[src/agc_regs_pkg.sv]
package agc_regs_pkg;

  // ==========================================================
  // Register numbers (page 0)
  localparam logic [7:0] ADDR_LEFT_GAIN   = 8'h20;
  localparam logic [7:0] ADDR_RIGHT_GAIN  = 8'h21;
  localparam logic [7:0] ADDR_LEFT_DEB    = 8'h22;
  localparam logic [7:0] ADDR_RIGHT_DEB   = 8'h23;
  localparam logic [7:0] ADDR_FLAGS       = 8'h24;

  // ==========================================================
  // Reset values and field positions
  localparam logic [7:0] GAIN_RST         = 8'h00;
  localparam logic [7:0] DEB_RST          = 8'h00;
  localparam logic [7:0] FLAGS_RST        = 8'h00;
  localparam int         NOISE_DEB_LSB    = 3;
  localparam int         SIG_DEB_MSB      = 2;
  localparam int         FLAG_LEFT_LSB    = 4;
  localparam logic [6:0] MAX_GAIN_CEIL    = 7'h77;
  localparam logic [4:0] NOISE_THR_OFF    = 5'h00;
  localparam logic [4:0] DEB_LAST_TABLE   = 5'h07;

  // ==========================================================
  // Debounce timing, counted in audio sample periods
  localparam int         FS_HZ            = 48000;
  localparam int         HALF_MS_PER_S    = 2000;
  localparam int         TICKS_PER_HALF   = FS_HZ / HALF_MS_PER_S;
  localparam int         LONG_STEP_HALF   = 128;
  localparam int         CNT_W            = 17;

  // ==========================================================
  // Per-channel status from the record path
  typedef struct packed {
    logic [7:0] agc_gain;
    logic [6:0] agc_max_gain;
    logic [4:0] noise_thr;
    logic       below_thr;
    logic [6:0] pga_applied;
    logic [6:0] pga_programmed;
    logic       adc_powered;
  } chan_in_t;

  typedef struct packed {
    logic pga_settled;
    logic adc_powered;
    logic below_noise;
    logic agc_saturated;
  } chan_flags_t;

endpackage

[src/agc_status_debounce_regs.sv]
`timescale 1ns/1ps
`default_nettype none

module agc_status_debounce_regs
  import agc_regs_pkg::*;
(
  input  wire logic              i_sys_clk,
  input  wire logic              i_rst_n,
  input  wire logic              i_clk_en,
  input  wire logic              i_fs_tick,
  input  wire logic              i_double_rate_audio_mode,
  input  wire chan_in_t [1:0]    i_chan,
  input  wire logic [7:0]        i_reg_addr,
  input  wire logic              i_reg_wr,
  input  wire logic [7:0]        i_reg_wdata,
  input  wire logic              i_reg_rd,
  output logic [7:0]             o_reg_rdata,
  output logic                   o_reg_rvalid
);

  // ==========================================================
  // Debounce length in half-millisecond units
  function automatic logic [11:0] deb_half_ms(input logic [4:0] code);
    logic [11:0] len;
    len = 12'h000;
    if (code == 5'h00) begin
      len = 12'h000;
    end else if (code <= DEB_LAST_TABLE) begin
      len = 12'(12'h001 << (code - 5'h01));
    end else begin
      len = 12'(LONG_STEP_HALF * (code - DEB_LAST_TABLE));
    end
    return len;
  endfunction

  // ==========================================================
  // Address decode
  wire wr_left_deb  = i_clk_en && i_reg_wr && (i_reg_addr == ADDR_LEFT_DEB);
  wire wr_right_deb = i_clk_en && i_reg_wr && (i_reg_addr == ADDR_RIGHT_DEB);

  logic [7:0]      gain_ff [2];
  logic [7:0]      deb_ff  [2];
  logic            below_ff[2];
  logic [CNT_W-1:0] cnt_ff [2];
  logic [7:0]      flags_ff;
  chan_flags_t     chf     [2];

  // ==========================================================
  // Debounce register writes
  always_ff @(posedge i_sys_clk or negedge i_rst_n) begin
    if (!i_rst_n) begin
      deb_ff[0] <= DEB_RST;
      deb_ff[1] <= DEB_RST;
    end else begin
      if (wr_left_deb) begin
        deb_ff[0] <= i_reg_wdata;
      end
      if (wr_right_deb) begin
        deb_ff[1] <= i_reg_wdata;
      end
    end
  end

  // ==========================================================
  // Per-channel gain capture, detection debounce and flags
  for (genvar ch = 0; ch < 2; ch++) begin : g_chan
    wire              det_on   = (i_chan[ch].noise_thr != NOISE_THR_OFF);
    wire              want     = det_on && i_chan[ch].below_thr;
    wire [4:0]        code_sel = below_ff[ch] ? {2'b00, deb_ff[ch][SIG_DEB_MSB:0]}
                                              : deb_ff[ch][7:NOISE_DEB_LSB];
    // Debounce counts sample ticks; ticks come twice as fast in
    // double-rate mode, so durations then deviate from nominal.
    wire [CNT_W-1:0]  len      = CNT_W'(deb_half_ms(code_sel) * TICKS_PER_HALF);
    wire              done     = (cnt_ff[ch] >= len);
    wire [6:0]        max_eff  = (i_chan[ch].agc_max_gain > MAX_GAIN_CEIL)
                                 ? MAX_GAIN_CEIL : i_chan[ch].agc_max_gain;
    wire              nxt_below;
    wire [CNT_W-1:0]  nxt_cnt;

    assign nxt_below = !det_on ? 1'b0 :
                       (want != below_ff[ch] && done) ? want : below_ff[ch];
    assign nxt_cnt   = (want == below_ff[ch] || !det_on || done) ? '0 :
                       (i_fs_tick ? cnt_ff[ch] + CNT_W'(1) : cnt_ff[ch]);

    assign chf[ch].pga_settled   = (i_chan[ch].pga_applied ==
                                    i_chan[ch].pga_programmed);
    assign chf[ch].adc_powered   = i_chan[ch].adc_powered;
    assign chf[ch].below_noise   = below_ff[ch];
    assign chf[ch].agc_saturated = (i_chan[ch].agc_gain == {1'b0, max_eff});

    always_ff @(posedge i_sys_clk or negedge i_rst_n) begin
      if (!i_rst_n) begin
        gain_ff[ch]  <= GAIN_RST;
        below_ff[ch] <= 1'b0;
        cnt_ff[ch]   <= '0;
      end else if (i_clk_en) begin
        gain_ff[ch]  <= i_chan[ch].agc_gain;
        below_ff[ch] <= nxt_below;
        cnt_ff[ch]   <= nxt_cnt;
      end
    end
  end

  // ==========================================================
  // Flags register and read port
  wire [7:0] nxt_flags = {chf[0], chf[1]};

  wire [7:0] nxt_rdata = (i_reg_addr == ADDR_LEFT_GAIN)  ? gain_ff[0] :
                         (i_reg_addr == ADDR_RIGHT_GAIN) ? gain_ff[1] :
                         (i_reg_addr == ADDR_LEFT_DEB)   ? deb_ff[0]  :
                         (i_reg_addr == ADDR_RIGHT_DEB)  ? deb_ff[1]  :
                         (i_reg_addr == ADDR_FLAGS)      ? flags_ff   : 8'h00;

  always_ff @(posedge i_sys_clk or negedge i_rst_n) begin
    if (!i_rst_n) begin
      flags_ff     <= FLAGS_RST;
      o_reg_rdata  <= 8'h00;
      o_reg_rvalid <= 1'b0;
    end else if (i_clk_en) begin
      flags_ff     <= nxt_flags;
      o_reg_rvalid <= i_reg_rd;
      if (i_reg_rd) begin
        o_reg_rdata <= nxt_rdata;
      end
    end
  end
endmodule

`default_nettype wire

[config.mk]
export PLATFORM = sky130hd
export DESIGN_NAME = agc_status_debounce_regs
export DESIGN_NICKNAME = d
export VERILOG_FILES = /design/src/agc_regs_pkg.sv /design/src/agc_status_debounce_regs.sv
export SDC_FILE = /design/constraint.sdc
export NUM_CORES = 1
export LEC_CHECK = 0
export ABC_AREA = 1
export BUFFER_PORTS_ARGS = -buffer_cell sky130_fd_sc_hd__buf_4
export CAP_MARGIN = 20
export CORE_UTILIZATION = 59
export CTS_CLUSTER_DIAMETER = 80
export DETAILED_ROUTE_END_ITERATION = 16
export MAX_ROUTING_LAYER = met4
export PLACE_DENSITY_LB_ADDON = 0.12
export SLEW_MARGIN = 20
export SYNTH_ARGS = -nofsm -noshare
export SYNTH_HDL_FRONTEND = slang
export SYNTH_SLANG_ARGS = --single-unit
[constraint.sdc]
create_clock -name i_sys_clk -period 6.2 [get_ports i_sys_clk]
set_input_delay 0.31 -clock i_sys_clk [delete_from_list [all_inputs] [get_ports i_sys_clk]]
set_output_delay 0.31 -clock i_sys_clk [all_outputs]
set_load 0.02 [all_outputs]
# [Word level (Yosys, flattened, before mapping)]
# Index checks and enable logic that the tools add are counted.
[word_totals] ff_bits=85 in_bits=95 output_inout_bits=9 wordCells=87
[classes] add_sub_neg=6 n_mul=2 magnitude_cmp=6 n_eq_ne=15 shift=2 n_mux=21 n_reduce_logical=24
[op_table] op="two-way mux 17 bit" n=4
[op_table] op="two-way mux 12 bit" n=4
[op_table] op="equality test 8 x 6 -> 1 bit, second input constant" n=5
[op_table] op="two-way mux 8 bit" n=5
[op_table] op="adder 17 x 1 -> 17 bit, second input constant" n=2
[op_table] op="greater-or-equal comparator 17 bit" n=2
[op_table] op="multiplier 12 x 2 -> 14 bit, second input constant" n=2
[op_table] op="<< shifter 1 x 5 -> 12 bit, first input constant" n=2
[op_table] op="equality test 8 x 7 -> 1 bit" n=2
[op_table] op="equality test 7 bit" n=2
[op_table] op="> comparator 7 bit, second input constant" n=2
[op_table] op="two-way mux 7 bit" n=2
[op_table] op="<= comparator 5 x 3 -> 1 bit, second input constant" n=2
[op_table] op="logical NOT 5 bit" n=2
[op_table] op="two-way mux 5 bit" n=2
[op_table] op="AND reduction 2 bit" n=5
[op_table] op="nonzero test 5 bit" n=2
[op_table] op="subtractor 5 x 1 -> 5 bit, second input constant" n=2
[op_table] op="subtractor 5 x 3 -> 5 bit, second input constant" n=2
[op_table] op="logical AND 1 bit" n=7
[op_table] op="logical OR 1 bit" n=4
[op_table] op="two-way mux 1 bit" n=4
[op_table] op="inequality test 2 x 1 -> 1 bit, second input constant" n=2
[op_table] op="nonzero test 2 bit" n=2
[op_table] op="other kinds (3)" n=6

# [Logic depth before layout (Yosys ltp)]
# Gate-level depths: netlist of the first run.
[logic_depth] ltp_word=10 ltp_mapped=39 depth_no_buf=38

# [Worst setup path after synthesis of the first run]
# No wires, ideal clock.
[synth_path] path_type="reg2reg" from="register below_ff[1] (netlist bit)" to="register cnt_ff[30] (netlist bit)" setup_ns=0.126 t_arrival_ns=4.320 t_required_ns=6.074 path_slack_ns=1.754 stages_incl_launch_ff=38 n_path_buf=1 synth_period_minus_slack_ns=4.446 cell_sequence="dfrtp_1 -> buf_6 -> inv_8 -> nand2_1 -> nand2_1 -> ha_1 -> inv_1 -> nand3_1 -> nand2_2 -> inv_1 -> nor2_1 -> nand2_1 -> nor2_1 -> ha_1 -> inv_1 -> fa_1 -> nor2_1 -> nand2_1 -> [... 2 more ...] -> nand2_1 -> nand2_2 -> o21ai_2 -> a21oi_1 -> ha_1 -> nand2_1 -> inv_1 -> nand3_1 -> inv_1 -> a21oi_1 -> nand3_1 -> nor2_2 -> nor2_4 -> nor2_4 -> inv_2 -> nand3_1 -> xor2_1 -> nor2_1"
[synth_via] elab_chain_cells=10 word_cells_on_any_way=16 cone_classes="add/sub (2); mul (1); order compare (2); eq/ne (1); shift (1); mux (4); reduce/logical (5)"
[synth_lines] element="from (decl)" line="agc_status_debounce_regs.sv:43" rtl="logic below_ff[2];"
[synth_lines] element="from (signal, indexed assignment)" line="agc_status_debounce_regs.sv:98" rtl="below_ff[ch] <= nxt_below;"
[synth_lines] element="two-way mux 5 bit" line="agc_status_debounce_regs.sv:69" rtl="wire [4:0] code_sel = below_ff[ch] ? {2'b00, deb_ff[ch][SIG_DEB_MSB:0]}"
[synth_lines] element="subtractor 5 x 1 -> 5 bit" line="agc_status_debounce_regs.sv:29" rtl="len = 12'(12'h001 << (code - 5'h01));"
[synth_lines] element="<< shifter 1 x 5 -> 12 bit" line="agc_status_debounce_regs.sv:29"
[synth_lines] element="two-way mux 12 bit" line="agc_status_debounce_regs.sv:28" rtl="end else if (code <= DEB_LAST_TABLE) begin"
[synth_lines] element="two-way mux 12 bit" line="agc_status_debounce_regs.sv:26" rtl="if (code == 5'h00) begin"
[synth_lines] element="multiplier 12 x 2 -> 14 bit" line="agc_status_debounce_regs.sv:73" rtl="wire [CNT_W-1:0] len = CNT_W'(deb_half_ms(code_sel) * TICKS_PER_HALF);"
[synth_lines] element="greater-or-equal comparator 17 bit" line="agc_status_debounce_regs.sv:74" rtl="wire done = (cnt_ff[ch] >= len);"
[synth_lines] element="logical OR 1 bit *" line="agc_status_debounce_regs.sv:82" rtl="assign nxt_cnt = (want == below_ff[ch] || !det_on || done) ? '0 :"
[synth_lines] element="nonzero test 2 bit (no source line)"
[synth_lines] element="AND reduction 2 bit (no source line)"
[synth_lines] element="to (signal, indexed assignment)" line="agc_status_debounce_regs.sv:99" rtl="cnt_ff[ch] <= nxt_cnt;"
[synth_lines] element="to (decl)" line="agc_status_debounce_regs.sv:44" rtl="logic [CNT_W-1:0] cnt_ff [2];"
# Mark *: on every way between the ends. The rest lies on a longest branch, timed or not.
# A chain may end at the register's enable or synchronous reset.

# [Worst setup path in the final report of the first run]
[layout_path] from="register below_ff[0] (netlist bit)" to="register cnt_ff[0] (netlist bit)"
# The elaborated chain is that of the path after synthesis.

==> flow_summary.json, run 1 <==
{
  "status": "finished, final reports clean",
  "dieArea_um2": 13300,
  "fill_cells": 1098,
  "clk_pin_slew_ns": 0.07,
  "yosysSeqAreaShare_pct": 28.1,
  "hpwl_mm": 13.8,
  "switching_share_pct": 45.5,
  "critPathKind": "flop to flop",
  "grt_pass1_vias": 6643,
  "synth_top_area_share_pct": 28.1,
  "setup_viol": 0,
  "numCtsBuffers": 9,
  "synthFlopType": "dfrtp_1",
  "ant_nets": 0,
  "htree_levels": 3,
  "finalPower_mw": 2.36,
  "fp.dieH_um": 115,
  "antenna_found_initial": 0,
  "syn_nets": 1242,
  "fin_util_pct": 70.2,
  "io_buffers": 102,
  "crit_top_cell": "nand2_1",
  "layout-drive-gt1-share_pct": 17.6,
  "routabilityCongestion": 0.907,
  "vias": 7213,
  "finalMaxSlewViolations": 0,
  "synth-edff-count": 0,
  "yosys_warnings": 0,
  "worst_path_max_delay_cell": "dfrtp_1",
  "power.density_nw_per_um2": 268,
  "dr.first_iter.drc_count": 460,
  "cts_sinks": 85,
  "maxCapViolCount": 0,
  "synth.top_cells.by_area": "dfrtp_1 (28%), nand2_1 (12%), ha_1 (10%)",
  "netlist.top_cell.by_area": "dfrtp_1",
  "clock_power_share_pct": 22.6,
  "drc": 0,
  "crit_path_start_kind": "flop",
  "power_frac_seq_pct": 26.3,
  "synthCells": 1083,
  "arrival_ns": 5.64,
  "fin_crit_ns": 5.42,
  "ys_async_sr_fraction_pct": 100,
  "dp_slack_ns": 0.874,
  "fmax_mhz": 185,
  "cts_root_buf": "clkbuf_16",
  "hold_class": "primary input to flop",
  "fin_skew_ns": 0.0102,
  "fp-row-count": 41,
  "core_um2": 12600,
  "synth.distinct_cells": 54,
  "crit_required_ns": 6.43,
  "floorplan.initialDensity_pct": 60.2,
  "vias_per_cell": 5.28,
  "hold_viol": 0,
  "yosys_register_bits": 85,
  "worstSkewPairLatency_ns": 0.35,
  "clockBufferDepth": 2,
  "max-slew-margin-rel_pct": 49.6,
  "area_growth_pct": 16.5,
  "wl_per_cell_um": 12.6,
  "power.switching_mw": 1.08,
  "pin_count": 104,
  "postCtsSetupBuffers": 0,
  "max_stage_delay_ns": 0.64,
  "grt_overflow": 0,
  "grt_max_degree": 56,
  "pwr-share-comb_pct": 51.1,
  "ir_drop_mv": 0.174,
  "cp_max_fo": 10,
  "die_x_um": 115,
  "p_leak_nw": 4.51,
  "nets": 1347,
  "design_area_um2": 8820,
  "grt_pass1_wl_mm": 29.3,
  "diodes": 0,
  "drtPass1Iterations": 8,
  "synth.avg_cell_area_um2": 6.99,
  "yosysMostFrequentCell": "nand2_1",
  "max_slew.worst_pin.slew_ns": 0.751,
  "grt_setup_unrepaired": "false",
  "netlist_area_um2": 7570,
  "cp-end-kind": "flop",
  "final.setup.worst_slack_ns": 0.783,
  "place_area_um2": 8510,
  "grtUsageTotal_pct": 28.4,
  "cts_tree": "done",
  "p_int_mw": 1.29,
  "wl_mm": 17.2,
  "hold_buffers": 1,
  "synthTopCellsByCount": "nand2_1 (252), inv_1 (163), nor2_1 (97)",
  "post_cts_resized": 0,
  "tns_ns": 0,
  "post-route-period-util_pct": 87.4
}
[layer usage]
layer | routed length, um | vias to the layer above | GRT usage (%) | share of wire [%]
met5 | 0 | - | - | 0
met4 | 301 | 0 | 7.62 | 1.8
met3 | 763 | 34 | 3.32 | 4.4
met2 | 8190 | 213 | 46.9 | 48
met1 | 7900 | 3232 | 37.0 | 46
li1 | - | 3734 | - | -
[worst max-delay path, delay by kind of cell, from the launching register on]
family,cells,cell delay [ns]
xor gates and xnor gates,1,0.21
and+or+nand+nor,19,2.42
DFF,1,0.64
AOI/OAI and AO/OA,5,0.54
adders and majority gates,4,1.16
buffers and inverters,4,0.31
[cells by family after synthesis]
logic type | share of synthesized area (%)
AND/OR/NAND/NOR | 33.4
adder cells (fa/ha/maj) | 10.8
AO/OA/AOI/OAI | 13.2
XOR/XNOR | 4.63
flip-flops | 28.1
buffers and inverters | 9.93
[power by group through the flow]
| stage | Sequential (mW) | Clock (mW) | Combinational (mW) |
|---|---|---|---|
| floorplan | 0.608 | 0 | 0.968 |
| global placement | 0.630 | 0 | 1.18 |
| detailed placement | 0.631 | 0 | 1.20 |
| CTS | 0.621 | 0.540 | 1.20 |
| global route | 0.626 | 0.563 | 1.38 |
| finish | 0.621 | 0.536 | 1.21 |
[placed cells by master (no fill, tap or decap), types with 5 or more instances in the layout]
cell       Yosys  layout
a21oi_1       49      49
a31oi_1        6       6
buf_4          0     104
clkbuf_16      0       9
dfrtp_1       85      85
ha_1          62      62
inv_1        163     163
inv_2         11      11
nand2_1      252     252
nand2_2       27      27
nand2_4       12      12
nand3_1       50      50
nand3_2        6       6
nand4_1       23      23
nor2_1        97      97
nor2_2         8       8
nor2_4         6       6
nor3_1        24      24
o21ai_0       67      67
o21ai_1        5       5
o21bai_1       5       5
o22ai_1        9       9
or2_2          7       7
xnor2_1       17      17
xor2_1        23      23
[registers in the layout, indices dropped and copies added (netlist names)]
name          flops
gain_ff          16
below_ff          2
o_reg_rdata       8
deb_ff           16
o_reg_rvalid      1
flags_ff          8
cnt_ff           34
[final timing paths]
path / endpoint / from / slack [ns] / depth (start not counted)
setup / recovery: cnt_ff[0] / below_ff[0] / 0.78 / 33
hold / removal: flags_ff[2] / i_chan[36] / 0.17 / 3
setup reg to reg: cnt_ff[0] / below_ff[0] / 0.78 / 33
hold reg to reg: o_reg_rvalid / o_reg_rvalid / 0.48 / 2
max in group asynchronous: o_reg_rdata[2] / i_rst_n / 4.76 / 3
min in group asynchronous: cnt_ff[30] / i_rst_n / 0.44 / 2
[stage by stage]
step | hold slack, ns | cells
floorplan | 0.0144 | 1083
global placement | 0.275 | 1348
detailed placement | 0.275 | 1348
CTS | 0.163 | 1365
global route | 0.176 | 1365
finish | 0.166 | 1365
[area by class of cell]
type	instances	area (um2)	area share [%]
multi-input combinational	807	4690	53.2
sequential	85	2130	24.1
timing repair buffer	105	791	8.96
inverter	180	696	7.89
clock buffer	9	225	2.55
tap	172	215	2.44
clock inverter	7	77.6	0.879
No activity file was read; power rests on OpenSTA's default activity.
==> run 2, diff against run 1 <==
- clock period: 6.2 -> 5 ns (I/O delays scaled with it)
==> run 2 against run 1 <==
  * First-iteration DRC count fell by 14%
  * Critical path depth rose by 3
  * Fmax rose by 16%
  * Worst setup slack got worse by 0.46 ns
  * Combinational power rose by 49%
  * Global-route usage rose by 0.15 points
  * Total power rose by 37%
  * Wire length rose by 5.2%
  * Critical path type unchanged
==> flow_summary.json, run 2 (same netlist as run 1, synthesis figures left out) <==
{
  "grt_pass1_vias": 6676,
  "grt_max_degree": 69,
  "nets": 1371,
  "top_register": "cnt_ff",
  "cp_max_fo": 8,
  "setup_viol": 0,
  "wl_per_cell_um": 13.0,
  "fin_skew_ns": 0.00983,
  "fp-row-count": 41,
  "hold_viol": 0,
  "hold_start": "i_chan[0]",
  "diodes": 0,
  "finalPower_mw": 3.23,
  "dr.first_iter.drc_count": 396,
  "drtPass1Iterations": 5,
  "grt_pass1_wl_mm": 29.1,
  "floorplan.initialDensity_pct": 60.2,
  "clockBufferDepth": 2,
  "layout_common_cells": "nand2_1 (245), inv_1 (161), buf_4 (125)",
  "drc": 0,
  "finalMaxSlewViolations": 0,
  "fin_crit_ns": 4.68,
  "routabilityCongestion": 0.913,
  "pin_count": 104,
  "htree_levels": 3,
  "area_growth_pct": 21.0,
  "grtUsageTotal_pct": 28.5,
  "die_x_um": 115,
  "p_leak_nw": 4.65,
  "status": "finished, final reports clean",
  "crit_top_cell": "nand2_2",
  "critPathKind": "flop to flop",
  "max_slew.worst_pin.slew_ns": 0.858,
  "dieArea_um2": 13300,
  "cts_sinks": 85,
  "final_cells": 1388,
  "clk_pin_slew_ns": 0.07,
  "cts_tree": "done",
  "reg2reg_from": "below_ff[1]",
  "maxCapViolCount": 0,
  "arrival_ns": 4.91,
  "power.density_nw_per_um2": 353,
  "max-slew-margin-rel_pct": 42.8,
  "hold_ws_ns": 0.109,
  "hold_depth": 3,
  "ir_drop_mv": 0.186,
  "worstSkewPairLatency_ns": 0.34,
  "final_common_cell": "nand2_1",
  "post-route-period-util_pct": 93.6,
  "fp.dieH_um": 115,
  "crit_path_start_kind": "flop",
  "vias_per_cell": 5.26,
  "tns_ns": 0,
  "hpwl_mm": 13.9,
  "layout-drive-gt1-share_pct": 22.2,
  "r2r.worst_path.cells": 36,
  "fmax_mhz": 214,
  "io_buffers": 102,
  "crit_required_ns": 5.23,
  "largest_reg_flops": 34,
  "hold_class": "primary input to flop",
  "dp.cells": 1356,
  "largest_registers": "cnt_ff (34), deb_ff (16), gain_ff (16)",
  "cp-end-kind": "flop",
  "core_um2": 12600,
  "antenna_found_initial": 0,
  "startpoint": "below_ff[1]",
  "fin_util_pct": 72.9,
  "cts_root_buf": "clkbuf_16",
  "grt_overflow": 0,
  "vias": 7303,
  "wl_mm": 18.0,
  "numCtsBuffers": 9,
  "worst_path_max_delay_cell": "dfrtp_2",
  "max_stage_delay_ns": 0.49,
  "ant_nets": 0
}
## run 2: changes by cell type in the layout (fill, tap and decap cells not counted), sizes merged
cell | previous run | this run
bufinv | 0 | 1
clkinv | 4 | 3
inv | 182 | 180
buf | 104 | 128
clkbuf | 9 | 10
## run 2: where the power goes
group / total (mW) / internal [mW] / leakage (nW) / switching [mW]
combinational: 1.80 / 0.681 / 3.38 / 1.12
sequential: 0.769 / 0.727 / 1.14 / 0.0416
clock: 0.669 / 0.387 / 0.139 / 0.282
## run 2: layer usage
layer	vias to the layer above	track usage, %	share of wire [%]
met1	3310	35.6	45
li1	3789	-	-
met4	0	7.27	1.3
met3	23	4.38	3.7
met2	181	48.4	50
met5	-	-	0
## run 2: through the flow
step / setup slack (ns) / cell area, um2
finish: 0.320 / 9160
global route: -0.0297 / 9160
CTS: 0.0212 / 8870
detailed placement: -0.000327 / 8570
global placement: 0.117 / 8570
floorplan: 0.554 / 7570
## run 2: final timing paths
path | endpoint | slack, ns
min reg2reg | gain_ff[13] | 0.47
max in group asynchronous | below_ff[1] | 3.53
max reg2reg | cnt_ff[30] | 0.32
max | cnt_ff[30] | 0.32
min in group asynchronous | cnt_ff[4] | 0.31
min | flags_ff[6] | 0.11
## run 2: repair_timing
action / in CTS / in global routing
setup endpoints to repair: 2 / 34
endpoints found under the hold margin: 17 / 0
hold buffers: 1 / 0
setup buffers: 0 / 16
pin swaps: 0 / 22
resized for setup: 1 / 54
## run 2: critical path: cells and delay by family, from the launching register on
kind            cells  cell delay, ns
compound gates      3            0.38
flops               1            0.49
buf+inv             7            0.44
xor+xnor            1            0.15
simple gates       21            2.01
fa+ha+maj           4            1.10
## run 2: cell type report
cell class                 instances  area [um2]
tap                              172         215
fill                            1012        3410
inverter                         180         698
clock buffer                      10         229
multi-input combinational        807        4850
timing repair buffer             129         976
clock inverter                     5        60.1
sequential                        85        2130
==> run 3, diff against run 2 <==
- CAP_MARGIN: 20 -> 5
- PLACE_DENSITY_LB_ADDON: 0.12 -> 0.25
==> run 3 against run 2 <==
  * First-iteration DRC count is the same
  * Worst setup slack lost 0.050 ns
  * Sequential cell count is the same
  * Clock skew grew 0.00098 ns
  * Sequential power is essentially flat
  * Critical path type unchanged
==> flow_summary.json, run 3 (same netlist as run 1, synthesis figures left out) <==
{
  "fin_crit_ns": 4.73,
  "fp-row-count": 41,
  "core_um2": 12600,
  "area_growth_pct": 20.1,
  "htree_levels": 3,
  "switching_share_pct": 44.5,
  "cp_max_fo": 7,
  "power_frac_seq_pct": 23.6,
  "worst_path_max_delay_cell": "dfrtp_2",
  "vias_per_cell": 5.27,
  "cts_sinks": 85,
  "cp-end-kind": "flop",
  "grt_pass1_vias": 6797,
  "maxCapViolCount": 0,
  "hold_viol": 0,
  "clk_pin_slew_ns": 0.07,
  "critPathKind": "flop to flop",
  "worstSkewPairLatency_ns": 0.35,
  "wl_per_cell_um": 12.9,
  "clockBufferDepth": 2,
  "dr.first_iter.drc_count": 396,
  "p_int_mw": 1.81,
  "io_buffers": 102,
  "post-route-period-util_pct": 94.6,
  "power.density_nw_per_um2": 358,
  "top_register": "cnt_ff",
  "grt_overflow": 0,
  "grt_max_degree": 65,
  "antenna_found_initial": 0,
  "fmax_mhz": 211,
  "arrival_ns": 4.97,
  "hpwl_mm": 13.8,
  "wl_mm": 17.9,
  "grt.busiest_layer": "met2",
  "cts_root_buf": "clkbuf_16",
  "crit_required_ns": 5.24,
  "hold_class": "primary input to flop",
  "status": "finished, final reports clean",
  "max_slew.worst_pin.slew_ns": 0.793,
  "dieArea_um2": 13300,
  "cp.buffers_inverters": 7,
  "clock_power_share_pct": 21.2,
  "tns_ns": 0,
  "vias": 7325,
  "largest_registers": "cnt_ff (34), deb_ff (16), gain_ff (16)",
  "finalPower_mw": 3.25,
  "routabilityCongestion": 0.913,
  "pwr-share-comb_pct": 55.2,
  "nets": 1371,
  "layout-drive-gt1-share_pct": 20.9,
  "numCtsBuffers": 9,
  "largest_reg_flops": 34,
  "grtUsageMet1_pct": 35.8,
  "finalMaxSlewViolations": 0,
  "power.switching_mw": 1.45,
  "ant_nets": 0,
  "grt_pass1_wl_mm": 29.4,
  "grt_use_met3_pct": 3.95,
  "place_area_um2": 8600,
  "crit_top_cell": "nand2_1",
  "drtPass1Iterations": 5,
  "final_common_cell": "nand2_1",
  "grtUsageTotal_pct": 28.5,
  "ir_drop_mv": 0.237,
  "fp.dieH_um": 115,
  "grt.met2_usage_pct": 47.3,
  "design_area_um2": 9090,
  "p_leak_nw": 4.64,
  "setup_viol": 0,
  "die_x_um": 115,
  "diodes": 0,
  "cts_tree": "done",
  "layout_common_cells": "nand2_1 (250), inv_1 (162), buf_4 (126)",
  "fin_skew_ns": 0.0108,
  "floorplan.initialDensity_pct": 60.2,
  "max_stage_delay_ns": 0.49,
  "pin_count": 104,
  "max-slew-margin-rel_pct": 47.1,
  "crit_path_start_kind": "flop",
  "cp_top_family": "simple AND/OR/NAND/NOR gates",
  "drc": 0
}
[run 3: cell count changes in the layout (fill, tap and decap cells not counted), sizes merged]
cell    delta
inv        -1
buf        -1
clkinv     +2
clkbuf     +1
[run 3: metal layers]
metal  wire [um]  vias to the layer above  share of wire (%)
li1            -                     3774                  -
met1        8020                     3318                 45
met2        8760                      204                 49
met3         812                       29                4.5
met4         350                        0                2.0
met5           0                        -                  0
[run 3: final timing paths]
| path | slack (ns) | startpoint | endpoint | cells past startpoint |
|---|---|---|---|---|
| setup reg to reg | 0.27 | below_ff[1] | cnt_ff[21] | 36 |
| hold reg to reg | 0.48 | o_reg_rvalid | o_reg_rvalid | 2 |
| min in group asynchronous | 0.33 | i_rst_n | cnt_ff[33] | 2 |
| hold / removal | 0.11 | i_chan[36] | flags_ff[2] | 3 |
| setup / recovery | 0.27 | below_ff[1] | cnt_ff[21] | 36 |
| max in group asynchronous | 3.54 | i_rst_n | below_ff[0] | 3 |
[run 3: final cells by class]
class | count | area [um2]
multi-input cells | 807 | 4770
flip-flops and latches | 85 | 2130
clock buffers | 10 | 229
inverters | 180 | 702
fillers | 1006 | 3480
repair buffers | 129 | 975
well taps | 172 | 215
clock inverters | 6 | 70.1
[run 3: power groups by stage]
stage | Sequential (mW) | Combinational, mW | Clock (mW)
floorplan | 0.754 | 1.20 | 0
global placement | 0.780 | 1.52 | 0
detailed placement | 0.782 | 1.55 | 0
CTS | 0.770 | 1.59 | 0.687
global route | 0.772 | 1.99 | 0.721
finish | 0.768 | 1.80 | 0.688
[run 3: worst reg2reg max path, delay by kind of cell, from the launching register on]
kind,cells,cell delay (ns)
fa+ha+maj,4,1.05
xor+xnor,1,0.17
flops,1,0.49
buf+inv,7,0.61
simple gates,21,1.90
compound gates,3,0.38
[run 3: per-stage QoR]
step                      utilization (%)  instances  worst slack [ns]  hold WS [ns]
after detailed placement             68.4       1360            0.0568         0.159
after floorplan                         -       1083             0.554       -0.0456
final                                72.3       1389             0.270         0.114
after CTS                            70.9       1377            0.0110         0.107
after global routing                 72.3       1389           -0.0735         0.132
after global placement               68.4       1360             0.163         0.159
[run 3: timing repair]
action	CTS	global route
hold buffers	1	0
resized for setup	0	27
hold endpoints to repair	21	0
setup buffers	0	12
endpoints found under the setup margin	0	34
